**config.mk**
```make
export PLATFORM = sky130hd
export DESIGN_NAME = sensor_command_core
export DESIGN_NICKNAME = d
export VERILOG_FILES = /design/src/core/sensor_cmd_pkg.sv /design/src/core/response_tracker.sv /design/src/core/sensor_command_core.sv
export VERILOG_INCLUDE_DIRS = /design/src /design/src/core
export SDC_FILE = /design/constraint.sdc
export NUM_CORES = 1
export LEC_CHECK = 0
export ABC_AREA = 1
export BUFFER_PORTS_ARGS = -buffer_cell sky130_fd_sc_hd__buf_2
export CAP_MARGIN = 20
export CORE_MARGIN = 2
export CORE_UTILIZATION = 40
export DETAILED_ROUTE_END_ITERATION = 12
export PLACE_DENSITY_LB_ADDON = 0.2
export SETUP_SLACK_MARGIN = 0.1
export SLEW_MARGIN = 10
export SYNTH_ARGS = -nofsm -noshare
export SYNTH_HDL_FRONTEND = slang
export SYNTH_SLANG_ARGS = --single-unit
```
**constraint.sdc**
```tcl
create_clock -name CLK -period 2.4 [get_ports CLK]
set_input_delay 0.24 -clock CLK [delete_from_list [all_inputs] [get_ports CLK]]
set_output_delay 0.24 -clock CLK [all_outputs]
set_load 0.05 [all_outputs]
```
**src/core/sensor_cmd_cfg.svh**
```systemverilog
// offsets, field positions, codes and reset values of the command and status block
`ifndef SENSOR_CMD_CFG_SVH
`define SENSOR_CMD_CFG_SVH

// ==========================================================
// register offsets
`define OFS_PARAMETER_BOX     8'h17
`define OFS_COMMAND_MAILBOX   8'h18
`define OFS_RESPONSE_CODE     8'h20
`define OFS_INTERRUPT_FLAGS   8'h21
`define OFS_VISIBLE_LOW       8'h22
`define OFS_VISIBLE_HIGH      8'h23
`define OFS_INFRARED_LOW      8'h24
`define OFS_INFRARED_HIGH     8'h25

// ==========================================================
// reset values
`define RST_BYTE              8'h00
`define RST_WORD              16'h0000
`define RST_FLAGS             6'h00

// ==========================================================
// interrupt flag positions
`define BIT_CMD_DONE          5
`define BIT_PROX_BASE         2
`define NUM_PROX              3
`define FLD_AMBIENT_LSB       0
`define FLD_AMBIENT_MSB       1
`define WIDTH_FLAGS           6

// ==========================================================
// response codes
`define BIT_ERROR             7
`define ERR_INVALID_COMMAND   8'h80
`define ERR_PROX_ONE_OVF      8'h88
`define ERR_PROX_TWO_OVF      8'h89
`define ERR_PROX_THREE_OVF    8'h8A
`define ERR_VISIBLE_OVF       8'h8C
`define ERR_INFRARED_OVF      8'h8D
`define ERR_AUXILIARY_OVF     8'h8E
`define COUNTER_HIGH_ZERO     4'h0
`define COUNTER_STEP          4'h1

// ==========================================================
// command codes and modes
`define CMD_NO_OPERATION      8'h00
`define CMD_RESET             8'h01
`define INT_MODE_AUTO         1'b1
`define PROX_MODE_STICKY      2'h3

`endif

```
**src/core/sensor_cmd_pkg.sv**
```systemverilog
// types shared by the command and status block
package sensor_cmd_pkg;

  // ==========================================================
  // state of the register front end
  typedef struct packed {
    logic [7:0]  command;
    logic [7:0]  param;
    logic [5:0]  flags;
    logic [15:0] vis;
    logic [15:0] ir;
    logic [7:0]  rdata;
    logic        wake;
    logic        issue;
    logic [7:0]  issue_code;
    logic        int_n;
  } core_state_t;

  // ==========================================================
  // state of the response tracker
  typedef struct packed {
    logic [7:0] code;
  } resp_state_t;

endpackage

```
**src/core/response_tracker.sv**
```systemverilog
// response register: rolling execution counter or held error code
`timescale 1ns/1ps
`include "sensor_cmd_cfg.svh"

module response_tracker (
  input  wire logic       clk,
  input  wire logic       nrst,
  input  wire logic       clear_req,
  input  wire logic       done,
  input  wire logic       err_valid,
  input  wire logic [7:0] err_code,
  input  wire logic       host_wr,
  input  wire logic [7:0] host_wdata,
  output logic      [7:0] resp
);

  // ==========================================================
  // state
  sensor_cmd_pkg::resp_state_t st_r;
  sensor_cmd_pkg::resp_state_t st_nxt;
  logic [7:0]                  base;

  always_comb begin
    base   = st_r.code;
    st_nxt = st_r;
    if (host_wr) begin
      base = host_wdata;
    end
    if (clear_req) begin
      base = `RST_BYTE;
    end
    st_nxt.code = base;
    // an error arriving with the clear wins over it
    if (err_valid && !base[`BIT_ERROR]) begin
      st_nxt.code = err_code;
    end else if (done && !base[`BIT_ERROR]) begin
      st_nxt.code = {`COUNTER_HIGH_ZERO, base[3:0] + `COUNTER_STEP};
    end
  end

  always_ff @(posedge clk or negedge nrst) begin
    if (!nrst) begin
      st_r.code <= `RST_BYTE;
    end else begin
      st_r <= st_nxt;
    end
  end

  assign resp = st_r.code;
endmodule

```
**src/core/sensor_command_core.sv**
```systemverilog
// command mailbox, response, interrupt flags and light results of the sensor
`timescale 1ns/1ps
`include "sensor_cmd_cfg.svh"

module sensor_command_core #(
  parameter int NUM_PROX = `NUM_PROX
) (
  input  wire logic        CLK,
  input  wire logic        NRST,
  input  wire logic [7:0]  REG_ADDR,
  input  wire logic        REG_WR,
  input  wire logic [7:0]  REG_WDATA,
  input  wire logic        REG_RD,
  output logic      [7:0]  REG_RDATA,
  output logic             WAKE,
  output logic             CMD_ISSUE,
  output logic      [7:0]  CMD_CODE,
  output logic      [7:0]  PARAMETER_VALUE,
  input  wire logic        CMD_DONE,
  input  wire logic        CMD_INVALID,
  input  wire logic [5:0]  OVF_EVENT,
  input  wire logic [2:0]  PROX_EVENT,
  input  wire logic        AMBIENT_EVENT,
  input  wire logic [1:0]  AMBIENT_STATUS,
  input  wire logic        AUTO_CLEAR,
  input  wire logic        INT_MODE,
  input  wire logic [5:0]  IRQ_ENABLE,
  input  wire logic [5:0]  PROX_ALERT_MODE,
  input  wire logic        VIS_LOAD,
  input  wire logic [15:0] VIS_RESULT,
  input  wire logic        IR_LOAD,
  input  wire logic [15:0] IR_RESULT,
  output logic      [7:0]  RESPONSE_CODE,
  output logic             INT_N
);

  // ==========================================================
  // state and decode
  sensor_cmd_pkg::core_state_t st_r;
  sensor_cmd_pkg::core_state_t st_nxt;

  logic [7:0] resp;
  logic       cmd_wr;
  logic       clear_cmd;
  logic       cmd_accept;
  logic       clear_req;
  logic       resp_wr;
  logic       flags_wr;
  logic       err_valid;
  logic [7:0] err_code;
  logic [5:0] flags;

  assign cmd_wr     = REG_WR && (REG_ADDR == `OFS_COMMAND_MAILBOX);
  assign resp_wr    = REG_WR && (REG_ADDR == `OFS_RESPONSE_CODE);
  assign flags_wr   = REG_WR && (REG_ADDR == `OFS_INTERRUPT_FLAGS);
  assign clear_cmd  = (REG_WDATA == `CMD_NO_OPERATION) || (REG_WDATA == `CMD_RESET);
  // a held error lets only the two clearing commands through
  assign cmd_accept = cmd_wr && (!resp[`BIT_ERROR] || clear_cmd);
  assign clear_req  = cmd_wr && clear_cmd && resp[`BIT_ERROR];
  assign err_valid  = CMD_INVALID || (|OVF_EVENT);
  assign flags      = st_r.flags;

  // ==========================================================
  // error code selection
  // invalid command outranks overflows; lowest overflow index wins on a tie
  function automatic logic [7:0] pick_error(input logic invalid, input logic [5:0] ovf);
    logic [7:0] code;
    code = `ERR_INVALID_COMMAND;
    if (!invalid) begin
      if (ovf[0]) begin
        code = `ERR_PROX_ONE_OVF;
      end else if (ovf[1]) begin
        code = `ERR_PROX_TWO_OVF;
      end else if (ovf[2]) begin
        code = `ERR_PROX_THREE_OVF;
      end else if (ovf[3]) begin
        code = `ERR_VISIBLE_OVF;
      end else if (ovf[4]) begin
        code = `ERR_INFRARED_OVF;
      end else begin
        code = `ERR_AUXILIARY_OVF;
      end
    end
    return code;
  endfunction

  assign err_code = pick_error(CMD_INVALID, OVF_EVENT);

  // ==========================================================
  // response register
  // completion comes whenever the sequencer reports it, never on a fixed delay
  response_tracker response_tracker_inst (
    .clk        (CLK),
    .nrst       (NRST),
    .clear_req  (clear_req),
    .done       (CMD_DONE),
    .err_valid  (err_valid),
    .err_code   (err_code),
    .host_wr    (resp_wr),
    .host_wdata (REG_WDATA),
    .resp       (resp)
  );

  // ==========================================================
  // next state
  always_comb begin
    logic [5:0] f;
    f          = st_r.flags;
    st_nxt     = st_r;
    st_nxt.wake  = 1'b0;
    st_nxt.issue = 1'b0;
    // register writes
    if (cmd_wr) begin
      st_nxt.command = REG_WDATA;
      st_nxt.wake    = 1'b1;
    end
    if (cmd_accept) begin
      st_nxt.issue      = 1'b1;
      st_nxt.issue_code = REG_WDATA;
    end
    if (REG_WR && (REG_ADDR == `OFS_PARAMETER_BOX)) begin
      st_nxt.param = REG_WDATA;
    end
    if (REG_WR && (REG_ADDR == `OFS_VISIBLE_LOW)) begin
      st_nxt.vis[7:0] = REG_WDATA;
    end
    if (REG_WR && (REG_ADDR == `OFS_VISIBLE_HIGH)) begin
      st_nxt.vis[15:8] = REG_WDATA;
    end
    if (REG_WR && (REG_ADDR == `OFS_INFRARED_LOW)) begin
      st_nxt.ir[7:0] = REG_WDATA;
    end
    if (REG_WR && (REG_ADDR == `OFS_INFRARED_HIGH)) begin
      st_nxt.ir[15:8] = REG_WDATA;
    end
    // measurement loads win over host writes; a held error does not gate them
    if (VIS_LOAD) begin
      st_nxt.vis = VIS_RESULT;
    end
    if (IR_LOAD) begin
      st_nxt.ir = IR_RESULT;
    end
    // flag clears first, sets after, so a set in the clearing cycle survives
    if (flags_wr) begin
      f = f & ~REG_WDATA[`WIDTH_FLAGS-1:0];
    end
    if ((INT_MODE == `INT_MODE_AUTO) && AUTO_CLEAR) begin
      f[`BIT_CMD_DONE] = 1'b0;
      f[`FLD_AMBIENT_MSB:`FLD_AMBIENT_LSB] = 2'h0;
      for (int i = 0; i < NUM_PROX; i++) begin
        if (PROX_ALERT_MODE[2*i +: 2] != `PROX_MODE_STICKY) begin
          f[`BIT_PROX_BASE + i] = 1'b0;
        end
      end
    end
    if (CMD_DONE) begin
      f[`BIT_CMD_DONE] = 1'b1;
    end
    for (int i = 0; i < NUM_PROX; i++) begin
      if (PROX_EVENT[i]) begin
        f[`BIT_PROX_BASE + i] = 1'b1;
      end
    end
    if (AMBIENT_EVENT) begin
      f[`FLD_AMBIENT_MSB:`FLD_AMBIENT_LSB] = f[`FLD_AMBIENT_MSB:`FLD_AMBIENT_LSB]
                                           | AMBIENT_STATUS;
    end
    st_nxt.flags = f;
    // pin follows the flags in the same cycle that they change
    st_nxt.int_n = ~|(f & IRQ_ENABLE);
    // registered read data; unmapped offsets read zero
    if (REG_RD) begin
      if (REG_ADDR == `OFS_PARAMETER_BOX) begin
        st_nxt.rdata = st_r.param;
      end else if (REG_ADDR == `OFS_COMMAND_MAILBOX) begin
        st_nxt.rdata = st_r.command;
      end else if (REG_ADDR == `OFS_RESPONSE_CODE) begin
        st_nxt.rdata = resp;
      end else if (REG_ADDR == `OFS_INTERRUPT_FLAGS) begin
        st_nxt.rdata = {2'h0, st_r.flags};
      end else if (REG_ADDR == `OFS_VISIBLE_LOW) begin
        st_nxt.rdata = st_r.vis[7:0];
      end else if (REG_ADDR == `OFS_VISIBLE_HIGH) begin
        st_nxt.rdata = st_r.vis[15:8];
      end else if (REG_ADDR == `OFS_INFRARED_LOW) begin
        st_nxt.rdata = st_r.ir[7:0];
      end else if (REG_ADDR == `OFS_INFRARED_HIGH) begin
        st_nxt.rdata = st_r.ir[15:8];
      end else begin
        st_nxt.rdata = `RST_BYTE;
      end
    end
  end

  // ==========================================================
  // state register
  always_ff @(posedge CLK or negedge NRST) begin
    if (!NRST) begin
      st_r.command    <= `RST_BYTE;
      st_r.param      <= `RST_BYTE;
      st_r.flags      <= `RST_FLAGS;
      st_r.vis        <= `RST_WORD;
      st_r.ir         <= `RST_WORD;
      st_r.rdata      <= `RST_BYTE;
      st_r.wake       <= 1'b0;
      st_r.issue      <= 1'b0;
      st_r.issue_code <= `RST_BYTE;
      st_r.int_n      <= 1'b1;
    end else begin
      st_r <= st_nxt;
    end
  end

  // ==========================================================
  // outputs
  assign REG_RDATA       = st_r.rdata;
  assign WAKE            = st_r.wake;
  assign CMD_ISSUE       = st_r.issue;
  assign CMD_CODE        = st_r.issue_code;
  assign PARAMETER_VALUE = st_r.param;
  assign RESPONSE_CODE   = resp;
  assign INT_N           = st_r.int_n;
endmodule

```
# Yosys cells after proc, flatten, opt, wreduce, memory -nomap -nowiden
# Index checks and enable logic that the tools add are counted.
# word_totals
reg_bits,81
latchBits,0
ramBits,0
rom_bits,0
elab_cells,95
memories,0
# classes
add_sub_neg,1
mul,0
n_div,0
n_lt_le_gt_ge,0
eq_ne,12
n_shift,0
n_mux,36
bitwise_logic,4
reduce_logical,28
# ops
operator,count
$mux 8,17
$eq 8x6->1 const B,6
$mux 16,2
$eq 8x5->1 const B,2
$logic_and 1x1->1,14
$and 6x6->6,2
$mux 6,2
$reduce_or 6->1,2
$mux 3,3
$mux 9,1
$eq 8x1->1 const B,1
$logic_not 8->1,1
$mux 1,8
$reduce_bool 2->1,4
$mux 2,3
$ne 2x2->1 const B,3
$not 6->6,1
$add 4x1->4 const B,1
$reduce_bool 4->1,1
$logic_not 1->1,3
$logic_or 1x1->1,3
$or 2x2->2,1

# Longest topological paths before layout
# Gate-level depths: netlist of run 1.
# logic_depth
word_depth,10
depth_mapped,14

# Cells and area by module
# From an unflattened synthesis of run 1, not the netlist that was laid out.
# hier_totals
hier_cells,629
area_unflattened_um2,4720.8
# by_module_without_submodules
module,instances,cells_per_inst,area_each_um2
sensor_command_core,1,545,4140.2
response_tracker,1,84,580.6

# Worst setup path before layout of run 1
# No wires, ideal clock.
# synth_path
kind,register to register
startpoint,reg response_tracker_inst.st_r (netlist bit response_tracker_inst.resp[7])
endpoint,reg response_tracker_inst.st_r (netlist bit response_tracker_inst.resp[1])
setup_ns,0.125
arrival_ns,1.675
required_ns,2.275
setup_slack_ns,0.600
stages_incl_launch_ff,9
n_path_buf,0
cell_sequence,dfrtp_1 nand2_1 inv_1 nand2_1 nand3_1 inv_2 ha_1 o211ai_1 o21ai_2
# synth_lines
item,line,source
"start, declared",response_tracker.sv:19,sensor_cmd_pkg::resp_state_t st_r;
"start signal, assigned",response_tracker.sv:45,st_r <= st_nxt;

==> results.md, run 1 <==
* Share of cells above drive strength 1 at 25.4%
* Crit path capture type: flop
* Combinational family with the most area after synthesis: simple AND/OR/NAND/NOR gates
* Cell taking the most area after synthesis: dfrtp_1
* DRT antenna net count at 0
* Worst path top cell family by delay: flip-flops
* Total track usage at 22.3%
* Row count at 38
* Post-CTS Resized at 0
* Bufs on Longest Clock Path at 2
* Commonest cells in the netlist: nand2_1, dfrtp_1, inv_1
* Die height at 111 um
* DR vias/cell at 5.01
* Latest clock arrival within the worst-skew pair at 0.35 ns
* Simple-gate area share of the yosys netlist at 30.4%
* Post-CTS Setup Bufs at 0
* Origin of the critical flop-to-flop path: response_tracker_inst.resp[7]
* Placed inst area at 5110 um2
* Critical path's slowest cell: dfrtp_1
* Most frequent cell after synthesis: nand2_1
* Residual DRC at 0
* Initial drt markers at 300
* Critical path depth at 8
* Async S/R FF share, synth at 100%
* Hold path depth at 2
* Initial Util at 41.4%
* Initial antenna violation count at 0
* WP data required at 2.62 ns
* Cells after Synth at 608
* Synth Area in Adders at 0.275%
* Slew HR at 52.5%
* CP startpoint: response_tracker_inst.resp[7]
* Final setup vio count at 0
* Startpoint Class: flop
* Top-Level Pins at 117
* WP buf/inv at 2
* CP dominant cell by count: nand2_1
* Final Hold Vio Count at 0
* R2R Setup Slk at 0.72 ns
* Leak at 0.00295 uW
* FF+latch area at 2030 um2
* Top_reg_cell synth: dfrtp_1
* Clk slew on worst S/H paths at 0.06 ns
* Synth Area in Compound Gates at 13.9%
* Net count, final at 786
* Htree depth at 3
* N_diodes at 0
* Mapped Area at 4550 um2
* Cells on worst reg2reg path at 8
* Design Area, Final at 5450 um2
* Max Slew Vio Count at 0
* Clock Sinks at 81
* Multiplexer share of the synthesized area at 0%
* Pin count of the biggest net entering global routing at 52
* Synth-to-Final Area Change at 20.0%
* Setup skew after layout at 0.00780 ns
* PortBufs at 116
* Synth top area share at 44.0%
* Worst Setup EP: response_tracker_inst.resp[1]
* GR Overflow Total at 0
* Critical Path AT at 1.91 ns
* Wire length per cell at 15.9 um
* Sequential fraction of the synthesis area at 44.6%
* Area occupied by multi-input gates at 2030 um2
* Top post-synthesis cells by area: dfrtp_1, nand2_1, o21ai_0
* Worst Max-Slew Pin Slew at 0.706 ns
* CTS tree: done
* Routed vias at 4245
* Cell variety after synth at 39
* Drt total wl at 13.5 mm
* RSZ-0062 raised after global routing: false
* Die X at 111 um
* Sum Neg Setup Slack at 0 ns
* Num CTS Buffers at 9
* Period minus WS final at 1.68 ns
* Reg2reg end: response_tracker_inst.resp[1]
* Synthesized Nets at 691
* Placer Congestion at 0.906
* Outcome: completed
* Max VDD drop at 0.354 mV
* Syn avg cell area at 7.48 um2
* Root buffer cell: clkbuf_16
* Max cap viols at 0
* Max FO, Critical Path at 7
* XOR/XNOR Fraction of Synth Area at 0%
* First-pass GRT wire length at 21.5 mm
* CP Class: flop to flop
* Hold WC Path Type: input pin to flop
* Core Area at 11000 um2
* Vias in the first global route at 4082
* Max Freq at 595 MHz
* TritonRoute pass-1 iters at 5
* Filler Cells Inserted at 1130
* CTS hold repair buffers at 1
* Sequence of cells on the critical path: nand2_1 > inv_1 > nand2_1 > nand3_1 > inv_2 > ha_1 > o211ai_1 > o21ai_2
* Slowest stage delay, CP at 0.51 ns
* Post-synth EDFFs at 0
* Yosys Warn Count at 0
* Post-DP HPWL at 10.3 mm
* Pwr/cell area at 707 nW/um2
* Die ar. at 12200 um2
* Synth Register Bits at 81
* Period Utilization, post-route at 70.1%
[report_power, final]
part	leakage, uW	internal (uW)	switching (uW)
clock network	0.000165	954	594
logic	0.00175	217	509
registers	0.00103	1480	97.7
total	0.00295	2650	1200
[layer usage]
layer  up-vias  track usage, %  wire length (um)
li1       2116               -                 -
met1      1986            31.7              6340
met2       126            34.4              6210
met3        17            4.50               673
met4         0            7.17               250
met5         -               0                 0
[cell families (layout without fill, tap and decap cells)]
| logic type | Yosys count | count (layout) |
|---|---|---|
| flops | 81 | 81 |
| compound gates | 115 | 115 |
| simple gates | 306 | 306 |
| buf+inv | 105 | 205 |
| fa+ha+maj | 1 | 1 |
[per-stage QoR]
step / worst slack [ns] / std cells / util, % / total power, uW / hold slack (ns)
2_1_floorplan: 0.600 / 608 / - / 2050 / -0.0556
3_3_place_gp: 0.449 / 831 / 46.5 / 2300 / 0.316
3_5_place_dp: 0.401 / 831 / 46.5 / 2320 / 0.323
4_1_cts: 0.734 / 848 / 49.6 / 3860 / 0.130
5_1_grt: 0.568 / 848 / 49.6 / 4020 / 0.138
6_report: 0.718 / 848 / 49.6 / 3850 / 0.133
[worst reg2reg max path, cell delays in order (launching register included)]
cell and delay, ns:
dfrtp_1 0.51, nand2_1 0.09, inv_1 0.06, nand2_1 0.10
nand3_1 0.17, inv_2 0.06, ha_1 0.29, o211ai_1 0.21
o21ai_2 0.08
[sequential cells by signal, indices dropped and copies added (netlist names)]
signal,count
response_tracker_inst.resp,8
CMD_ISSUE,1
WAKE,1
st_r,40
REG_RDATA,8
INT_N,1
PARAMETER_VALUE,8
flags,6
CMD_CODE,8
[worst min path at each step]
stage | from | slack [ns] | end
CTS | VIS_RESULT[0] | 0.13 | st_r[35]
finish | PROX_EVENT[1] | 0.13 | flags[3]
global placement | NRST | 0.32 | CMD_CODE[2]
global route | PROX_EVENT[1] | 0.14 | flags[3]
floorplan | NRST | -0.06 | CMD_CODE[0]
detailed placement | NRST | 0.32 | CMD_CODE[2]
[cells in the final DEF, fill, tap and decap left out, types with 2 or more instances in the layout]
cell	instances
nor3b_1	2
buf_2	115
o21ai_2	2
o22ai_1	3
clkbuf_16	9
buf_4	3
nand2_1	197
nand4_1	6
nor2_4	3
nand2_4	3
a31oi_1	7
nor3_1	2
nand3_1	17
dfrtp_1	80
nor2_2	8
o211ai_1	5
a211oi_1	2
nand3_2	4
o21ai_0	56
nand2_2	6
inv_1	60
inv_2	9
clkinv_4	2
o21bai_1	3
bufinv_16	2
a21oi_1	27
nor2_1	49
o21ai_1	8
[final cells by class]
class                      instances  area share, %
sequential                        81           37.2
multi-input combinational        422           37.2
timing repair buffer             120           11.5
inverter                          69           4.75
clock buffer                      10           4.38
tap                              140           3.21
clock inverter                     6           1.79
No activity file was read; power rests on OpenSTA's default activity.
==> inputs of run 2 (changes only) <==
- ABC_AREA: 1 -> 0
- clock period: 2.4 -> 1.7 ns (I/O delays scaled with it)
==> results.md, run 2 <==
* Period minus WS final at 1.60 ns
* Htree depth at 3 (unchanged)
* Net count, final at 713 (was 786)
* Top-Level Pins at 117 (unchanged)
* Num CTS Buffers at 9 (unchanged)
* Synthesized Nets at 574 (was 691)
* Commonest non-fill, non-tap cells in the layout: buf_2, nand2_1, dfrtp_1 (was nand2_1, buf_2, dfrtp_1)
* Placer Congestion at 0.935 (was 0.906)
* Most frequent cell after synthesis: nand2_1 (unchanged)
* Final setup vio count at 0 (unchanged)
* Initial Util at 41.3% (was 41.4%)
* Synth-to-Final Area Change at 31.1% (was 20.0%)
* Root buffer cell: clkbuf_16 (unchanged)
* Max FO, Critical Path at 7 (unchanged)
* Cell variety after synth at 60 (was 39)
* Latest clock arrival within the worst-skew pair at 0.34 ns (was 0.35 ns)
* Top_reg_cell synth: dfrtp_1 (unchanged)
* Max cap viols at 0 (unchanged)
* Synth top area share at 42.3% (was 44.0%)
* Die ar. at 12700 um2 (was 12200 um2)
* Placed inst area at 5730 um2 (was 5110 um2)
* Async S/R FF share, synth at 100% (unchanged)
* DRT antenna net count at 0 (unchanged)
* Top post-synthesis cells by area: dfrtp_1, mux2i_1, nand2_1 (was dfrtp_1, nand2_1, o21ai_0)
* Startpoint Class: input pin (was flop)
* Wire length per cell at 18.2 um (was 15.9 um)
* Max Slew Vio Count at 0 (unchanged)
* Die height at 113 um (was 111 um)
* Bufs on Longest Clock Path at 2 (unchanged)
* Worst slack, placed at -0.297 ns (was 0.401 ns)
* Period Utilization, post-route at 94.4%
* R2R Setup Slk at 0.1 ns (was 0.72 ns)
* Share of cells above drive strength 1 at 41.6% (was 25.4%)
* Vias in the first global route at 4235 (was 4082)
* Commonest cells in the netlist: nand2_1, dfrtp_1, mux2i_1 (was nand2_1, dfrtp_1, inv_1)
* Core Area at 11500 um2 (was 11000 um2)
* Row count at 39 (was 38)
* Commonest non-fill, non-tap cell in the layout: buf_2 (was nand2_1)
* Total track usage at 22.8% (was 22.3%)
* Pwr/cell area at 802 nW/um2 (was 707 nW/um2)
* Setup ws final at 0.0954 ns (was 0.718 ns)
* Worst Max-Slew Pin Slew at 0.474 ns (was 0.706 ns)
* Slew HR at 68.4% (was 52.5%)
* GR Overflow Total at 0 (unchanged)
* Sequential fraction of the synthesis area at 42.8% (was 44.6%)
* Initial antenna violation count at 0 (unchanged)
* Sum Neg Setup Slack at 0 ns (unchanged)
* Final Hold Vio Count at 0 (unchanged)
* Hold WC Path Type: input pin to flop (unchanged)
* Largest reg by FF count: st_r (unchanged)
* N_diodes at 0 (unchanged)
* Residual DRC at 0 (unchanged)
* Origin of the critical flop-to-flop path: response_tracker_inst.resp[7] (unchanged)
* CP startpoint: REG_ADDR[7] (was response_tracker_inst.resp[7])
* Pin count of the biggest net entering global routing at 47 (was 52)
* Cells on worst reg2reg path at 6 (was 8)
* Critical Path AT at 1.81 ns (was 1.91 ns)
* Cell taking the most area after synthesis: dfrtp_1 (unchanged)
* RSZ-0062 raised after global routing: true (was false)
* Post-DP HPWL at 10.7 mm (was 10.3 mm)
* Setup skew after layout at 0.00390 ns (was 0.00780 ns)
* Clock Sinks at 81 (unchanged)
* CTS tree: done (unchanged)
* Max Freq at 623 MHz
* Outcome: completed (unchanged)
* Syn avg cell area at 9.65 um2 (was 7.48 um2)
* Largest register FFs at 40 (unchanged)
* TritonRoute pass-1 iters at 5 (unchanged)
* Routed vias at 4249 (was 4245)
* Leak at 0.00317 uW (was 0.00295 uW)
* First-pass GRT wire length at 22.2 mm (was 21.5 mm)
* Die X at 113 um (was 111 um)
* Worst Setup EP: REG_RDATA[2] (was response_tracker_inst.resp[1])
* Yosys Warn Count at 0 (unchanged)
* Synth Register Bits at 81 (unchanged)
* Design Area, Final at 6210 um2 (was 5450 um2)
* Cells after Synth at 491 (was 608)
* Max VDD drop at 0.611 mV (was 0.354 mV)
* Crit path capture type: flop (unchanged)
* Drt total wl at 14.1 mm (was 13.5 mm)
* PortBufs at 116 (unchanged)
* Initial drt markers at 188 (was 300)
* Mapped Area at 4740 um2 (was 4550 um2)
* DR vias/cell at 5.46 (was 5.01)
* Reg2reg end: response_tracker_inst.resp[2] (was response_tracker_inst.resp[1])
* Hold path depth at 3 (was 2)
* Pwr Total at 4980 uW (was 3850 uW)
* CP Class: input pin to flop (was flop to flop)
* Post-synth EDFFs at 0 (unchanged)
* WP data required at 1.90 ns (was 2.62 ns)
* Clk slew on worst S/H paths at 0.06 ns (about the same)
run 2: cell types whose count changed in the layout (fill, tap and decap cells not counted), sizes merged, moves of 6 or more:
cell     change
buf         +64
nor2        -47
o31ai       +11
a22oi        +9
a21oi       -18
inv         -64
o2bb2ai      +6
mux2i       +42
mux2        +28
o21ai       -27
nand2      -109
nand3       -14
run 2: area by class of cell:
type	instances	area [um2]
Timing Repair Buffer	184	1180
Multi-Input combinational cell	346	2480
Inverter	8	35.0
Fill cell	1082	5260
Sequential cell	81	2030
Clock buffer	14	274
Clock inverter	2	35.0
Tap cell	143	179
run 2: cells by family (layout without fill, tap and decap cells):
kind of cell	Yosys count	in the layout	synth area share, %
flops	81	81	42.8
buf+inv	64	208	7.77
xor+xnor	1	1	0.185
mux	70	70	15.5
compound gates	109	109	15.6
simple gates	165	165	17.8
fa+ha+maj	1	1	0.264
run 2: worst min-delay path by stage:
| stage | startpoint | end | slack [ns] |
|---|---|---|---|
| 5_1_grt | REG_RD | REG_RDATA[0] | 0.03 |
| 6_report | IR_RESULT[5] | st_r[24] | 0.03 |
| 3_5_place_dp | NRST | CMD_CODE[2] | 0.08 |
| 3_3_place_gp | NRST | CMD_ISSUE | 0.07 |
| 4_1_cts | VIS_RESULT[8] | st_r[43] | 0.03 |
| 2_1_floorplan | NRST | CMD_CODE[0] | -0.13 |
run 2: stage by stage:
stage	cells	util (%)	hold WS (ns)
after floorplan	491	-	-0.126
after global routing	778	54.1	0.0324
after CTS	774	53.2	0.0277
final	778	54.1	0.0330
after global placement	754	50.0	0.0733
after detailed placement	754	50.0	0.0776
run 2: report_power, final:
| group | switching, uW | internal (uW) | leakage [uW] |
|---|---|---|---|
| combinational | 504 | 355 | 0.00198 |
| sequential | 83.7 | 2050 | 0.00104 |
| clock | 733 | 1260 | 0.000153 |
| total | 1320 | 3660 | 0.00317 |
run 2: metal layers:
metal	share of wire (%)	GRT usage (%)	vias up
met3	6.3	4.23	22
met5	0	0	-
met2	48	36.7	154
li1	-	-	2037
met1	44	30.8	2036
met4	2.0	8.37	0
run 2: what timing repair did:
item                       CTS  global route
pin swaps                    6            11
hold endpoints to repair    20             0
resized for setup            7            21
setup endpoints to repair    4            38
setup buffers                3             4
hold buffers                 1             0
cloned                       0             0
run 2: worst max-delay path, stage by stage:
cell and delay, ns:
buf_8 0.10, or4b_4 0.65, nor3_4 0.17, buf_6 0.13, a31oi_1 0.07, a222oi_1 0.39, o31ai_1 0.12
==> inputs of run 3 (changes only) <==
- CORE_UTILIZATION: 40 -> 54
==> results.md, run 3 (synthesis gave the netlist of run 2 again) <==
* Root buffer cell: clkbuf_8 (was clkbuf_16)
* Final Hold Vio Count at 1 (was 0)
* Largest reg by FF count: st_r (unchanged)
* Worst Max-Slew Pin Slew at 0.451 ns (was 0.474 ns)
* Design Area, Final at 6130 um2 (was 6210 um2)
* Largest register FFs at 40 (unchanged)
* Worst hold endpoint: st_r[32] (was st_r[24])
* Bufs on Longest Clock Path at 2 (unchanged)
* Initial Util at 55.1% (was 41.3%)
* WP data required at 1.94 ns (was 1.90 ns)
* Startpoint Class: input pin (unchanged)
* Pin count of the biggest net entering global routing at 49 (was 47)
* Vias in the first global route at 4230 (was 4235)
* TritonRoute pass-1 iters at 6 (was 5)
* Hold Crit Start: IR_RESULT[13] (was IR_RESULT[5])
* Leak at 0.00313 uW (was 0.00317 uW)
* Hold path depth at 3 (unchanged)
* Violated checks: hold timing
* CTS tree: done (unchanged)
* RSZ-0062 raised after global routing: true (unchanged)
* Row count at 34 (was 39)
* Latest clock arrival within the worst-skew pair at 0.37 ns (was 0.34 ns)
* Setup skew after layout at 0.0137 ns (was 0.00390 ns)
* Clk slew on worst S/H paths at 0.10 ns (was 0.06 ns)
* DRT antenna net count at 0 (unchanged)
* First-pass GRT wire length at 22.3 mm (was 22.2 mm)
* Clock Sinks at 81 (unchanged)
* PortBufs at 116 (unchanged)
* Crit path capture type: flop (unchanged)
* Post-DP HPWL at 10.4 mm (was 10.7 mm)
* Commonest non-fill, non-tap cells in the layout: buf_2, nand2_1, dfrtp_1 (unchanged)
* Drt total wl at 14.1 mm (about the same)
* Cells on worst reg2reg path at 6 (unchanged)
* Max cap viols at 0 (unchanged)
* Share of cells above drive strength 1 at 42.3% (was 41.6%)
* Reg2reg end: response_tracker_inst.resp[2] (unchanged)
* Critical Path AT at 1.87 ns (was 1.81 ns)
* Routed vias at 4270 (was 4249)
* Die X at 97.7 um (was 113 um)
* Max FO, Critical Path at 7 (unchanged)
* Core Area at 8590 um2 (was 11500 um2)
* Placed inst area at 5700 um2 (was 5730 um2)
* Hold slack at -0.0000628 ns (was 0.0330 ns)
* Origin of the critical flop-to-flop path: response_tracker_inst.resp[7] (unchanged)
* Top-Level Pins at 117 (unchanged)
* Max Slew Vio Count at 0 (unchanged)
* Commonest non-fill, non-tap cell in the layout: buf_2 (unchanged)
* GR Overflow Total at 0 (unchanged)
* Pwr/cell area at 758 nW/um2 (was 802 nW/um2)
* Slew HR at 70.0% (was 68.4%)
* DR vias/cell at 5.72 (was 5.46)
* Pwr Total at 4650 uW (was 4980 uW)
* Period minus WS final at 1.63 ns (was 1.60 ns)
* Die height at 97.7 um (was 113 um)
* Initial drt markers at 259 (was 188)
* R2R Setup Slk at 0.09 ns (was 0.1 ns)
* Htree depth at 3 (unchanged)
* N_diodes at 0 (unchanged)
* Initial antenna violation count at 0 (unchanged)
* Residual DRC at 0 (unchanged)
* Total track usage at 30.0% (was 22.8%)
* Final setup vio count at 0 (unchanged)
* Sum Neg Setup Slack at 0 ns (unchanged)
* CP Class: input pin to flop (unchanged)
* Num CTS Buffers at 9 (unchanged)
* Max Freq at 614 MHz (was 623 MHz)
* Placer Congestion at 0.959 (was 0.935)
* Wire length per cell at 18.9 um (was 18.2 um)
* Die ar. at 9540 um2 (was 12700 um2)
* Outcome: finished, violations left (was completed)
* Hold WC Path Type: input pin to flop (unchanged)
* Period Utilization, post-route at 95.8% (was 94.4%)
* Max VDD drop at 0.460 mV (was 0.611 mV)
* Net count, final at 716 (was 713)
* Synth-to-Final Area Change at 29.5% (was 31.1%)
-- run 3: cell count changes in the layout (fill, tap and decap cells not counted), sizes merged --
cell and change:
dlygate4sd3 +2, clkbuf -4, bufinv +1, buf +1
inv +3
-- run 3: layer usage --
| metal | GRT usage (%) | wire length [um] | vias to the layer above |
|---|---|---|---|
| met3 | 4.68 | 882 | 30 |
| met2 | 49.6 | 6780 | 170 |
| li1 | - | - | 2049 |
| met5 | 0 | 0 | - |
| met4 | 10.1 | 392 | 0 |
| met1 | 40.5 | 6030 | 2021 |
-- run 3: how the worst max path moves through the flow --
stage,start,endpoint,slack (ns)
after CTS,response_tracker_inst.resp[7],response_tracker_inst.resp[2],0.10
after floorplan,response_tracker_inst.resp[7],response_tracker_inst.resp[2],-0.16
after global routing,REG_ADDR[6],REG_RDATA[2],0.03
after detailed placement,REG_ADDR[6],REG_RDATA[2],-0.29
final,REG_ADDR[6],REG_RDATA[2],0.07
after global placement,REG_ADDR[6],REG_RDATA[2],-0.21
-- run 3: metrics by stage --
stage	setup slack (ns)	instances	utilization, %	hold slack, ns
6_report	0.0708	746	71.4	-0.0000628
5_1_grt	0.0258	746	71.4	0.0146
4_1_cts	0.101	742	69.6	0.000190
3_5_place_dp	-0.293	721	66.4	0.0712
3_3_place_gp	-0.209	721	66.4	0.0750
2_1_floorplan	-0.161	491	-	-0.126
-- run 3: area by class of cell --
cell class	count	area (um2)
multi-input cells	346	2500
fillers	661	2460
flip-flops and latches	81	2030
repair buffers	187	1200
well taps	108	135
clock buffers	10	128
clock inverters	6	97.6
inverters	8	35.0
-- run 3: power breakdown --
group	leakage, uW	switching, uW	internal, uW
Clock	0.000113	780	852
Sequential	0.00103	90.7	2040
Combinational	0.00199	511	371
-- run 3: repair_timing --
item / 4_1_cts / 5_1_grt
cloned: 0 / 0
pin swaps: 4 / 15
hold endpoints to repair: 22 / 0
hold buffers: 3 / 0
resized for setup: 3 / 31
buffers inserted: 2 / 4
setup endpoints to repair: 3 / 26
-- run 3: critical path: stages --
cell      delay, ns
buf_8          0.10
or4b_4         0.63
nor3_4         0.19
buf_6          0.15
a31oi_4        0.07
a222oi_1       0.42
o31ai_1        0.13
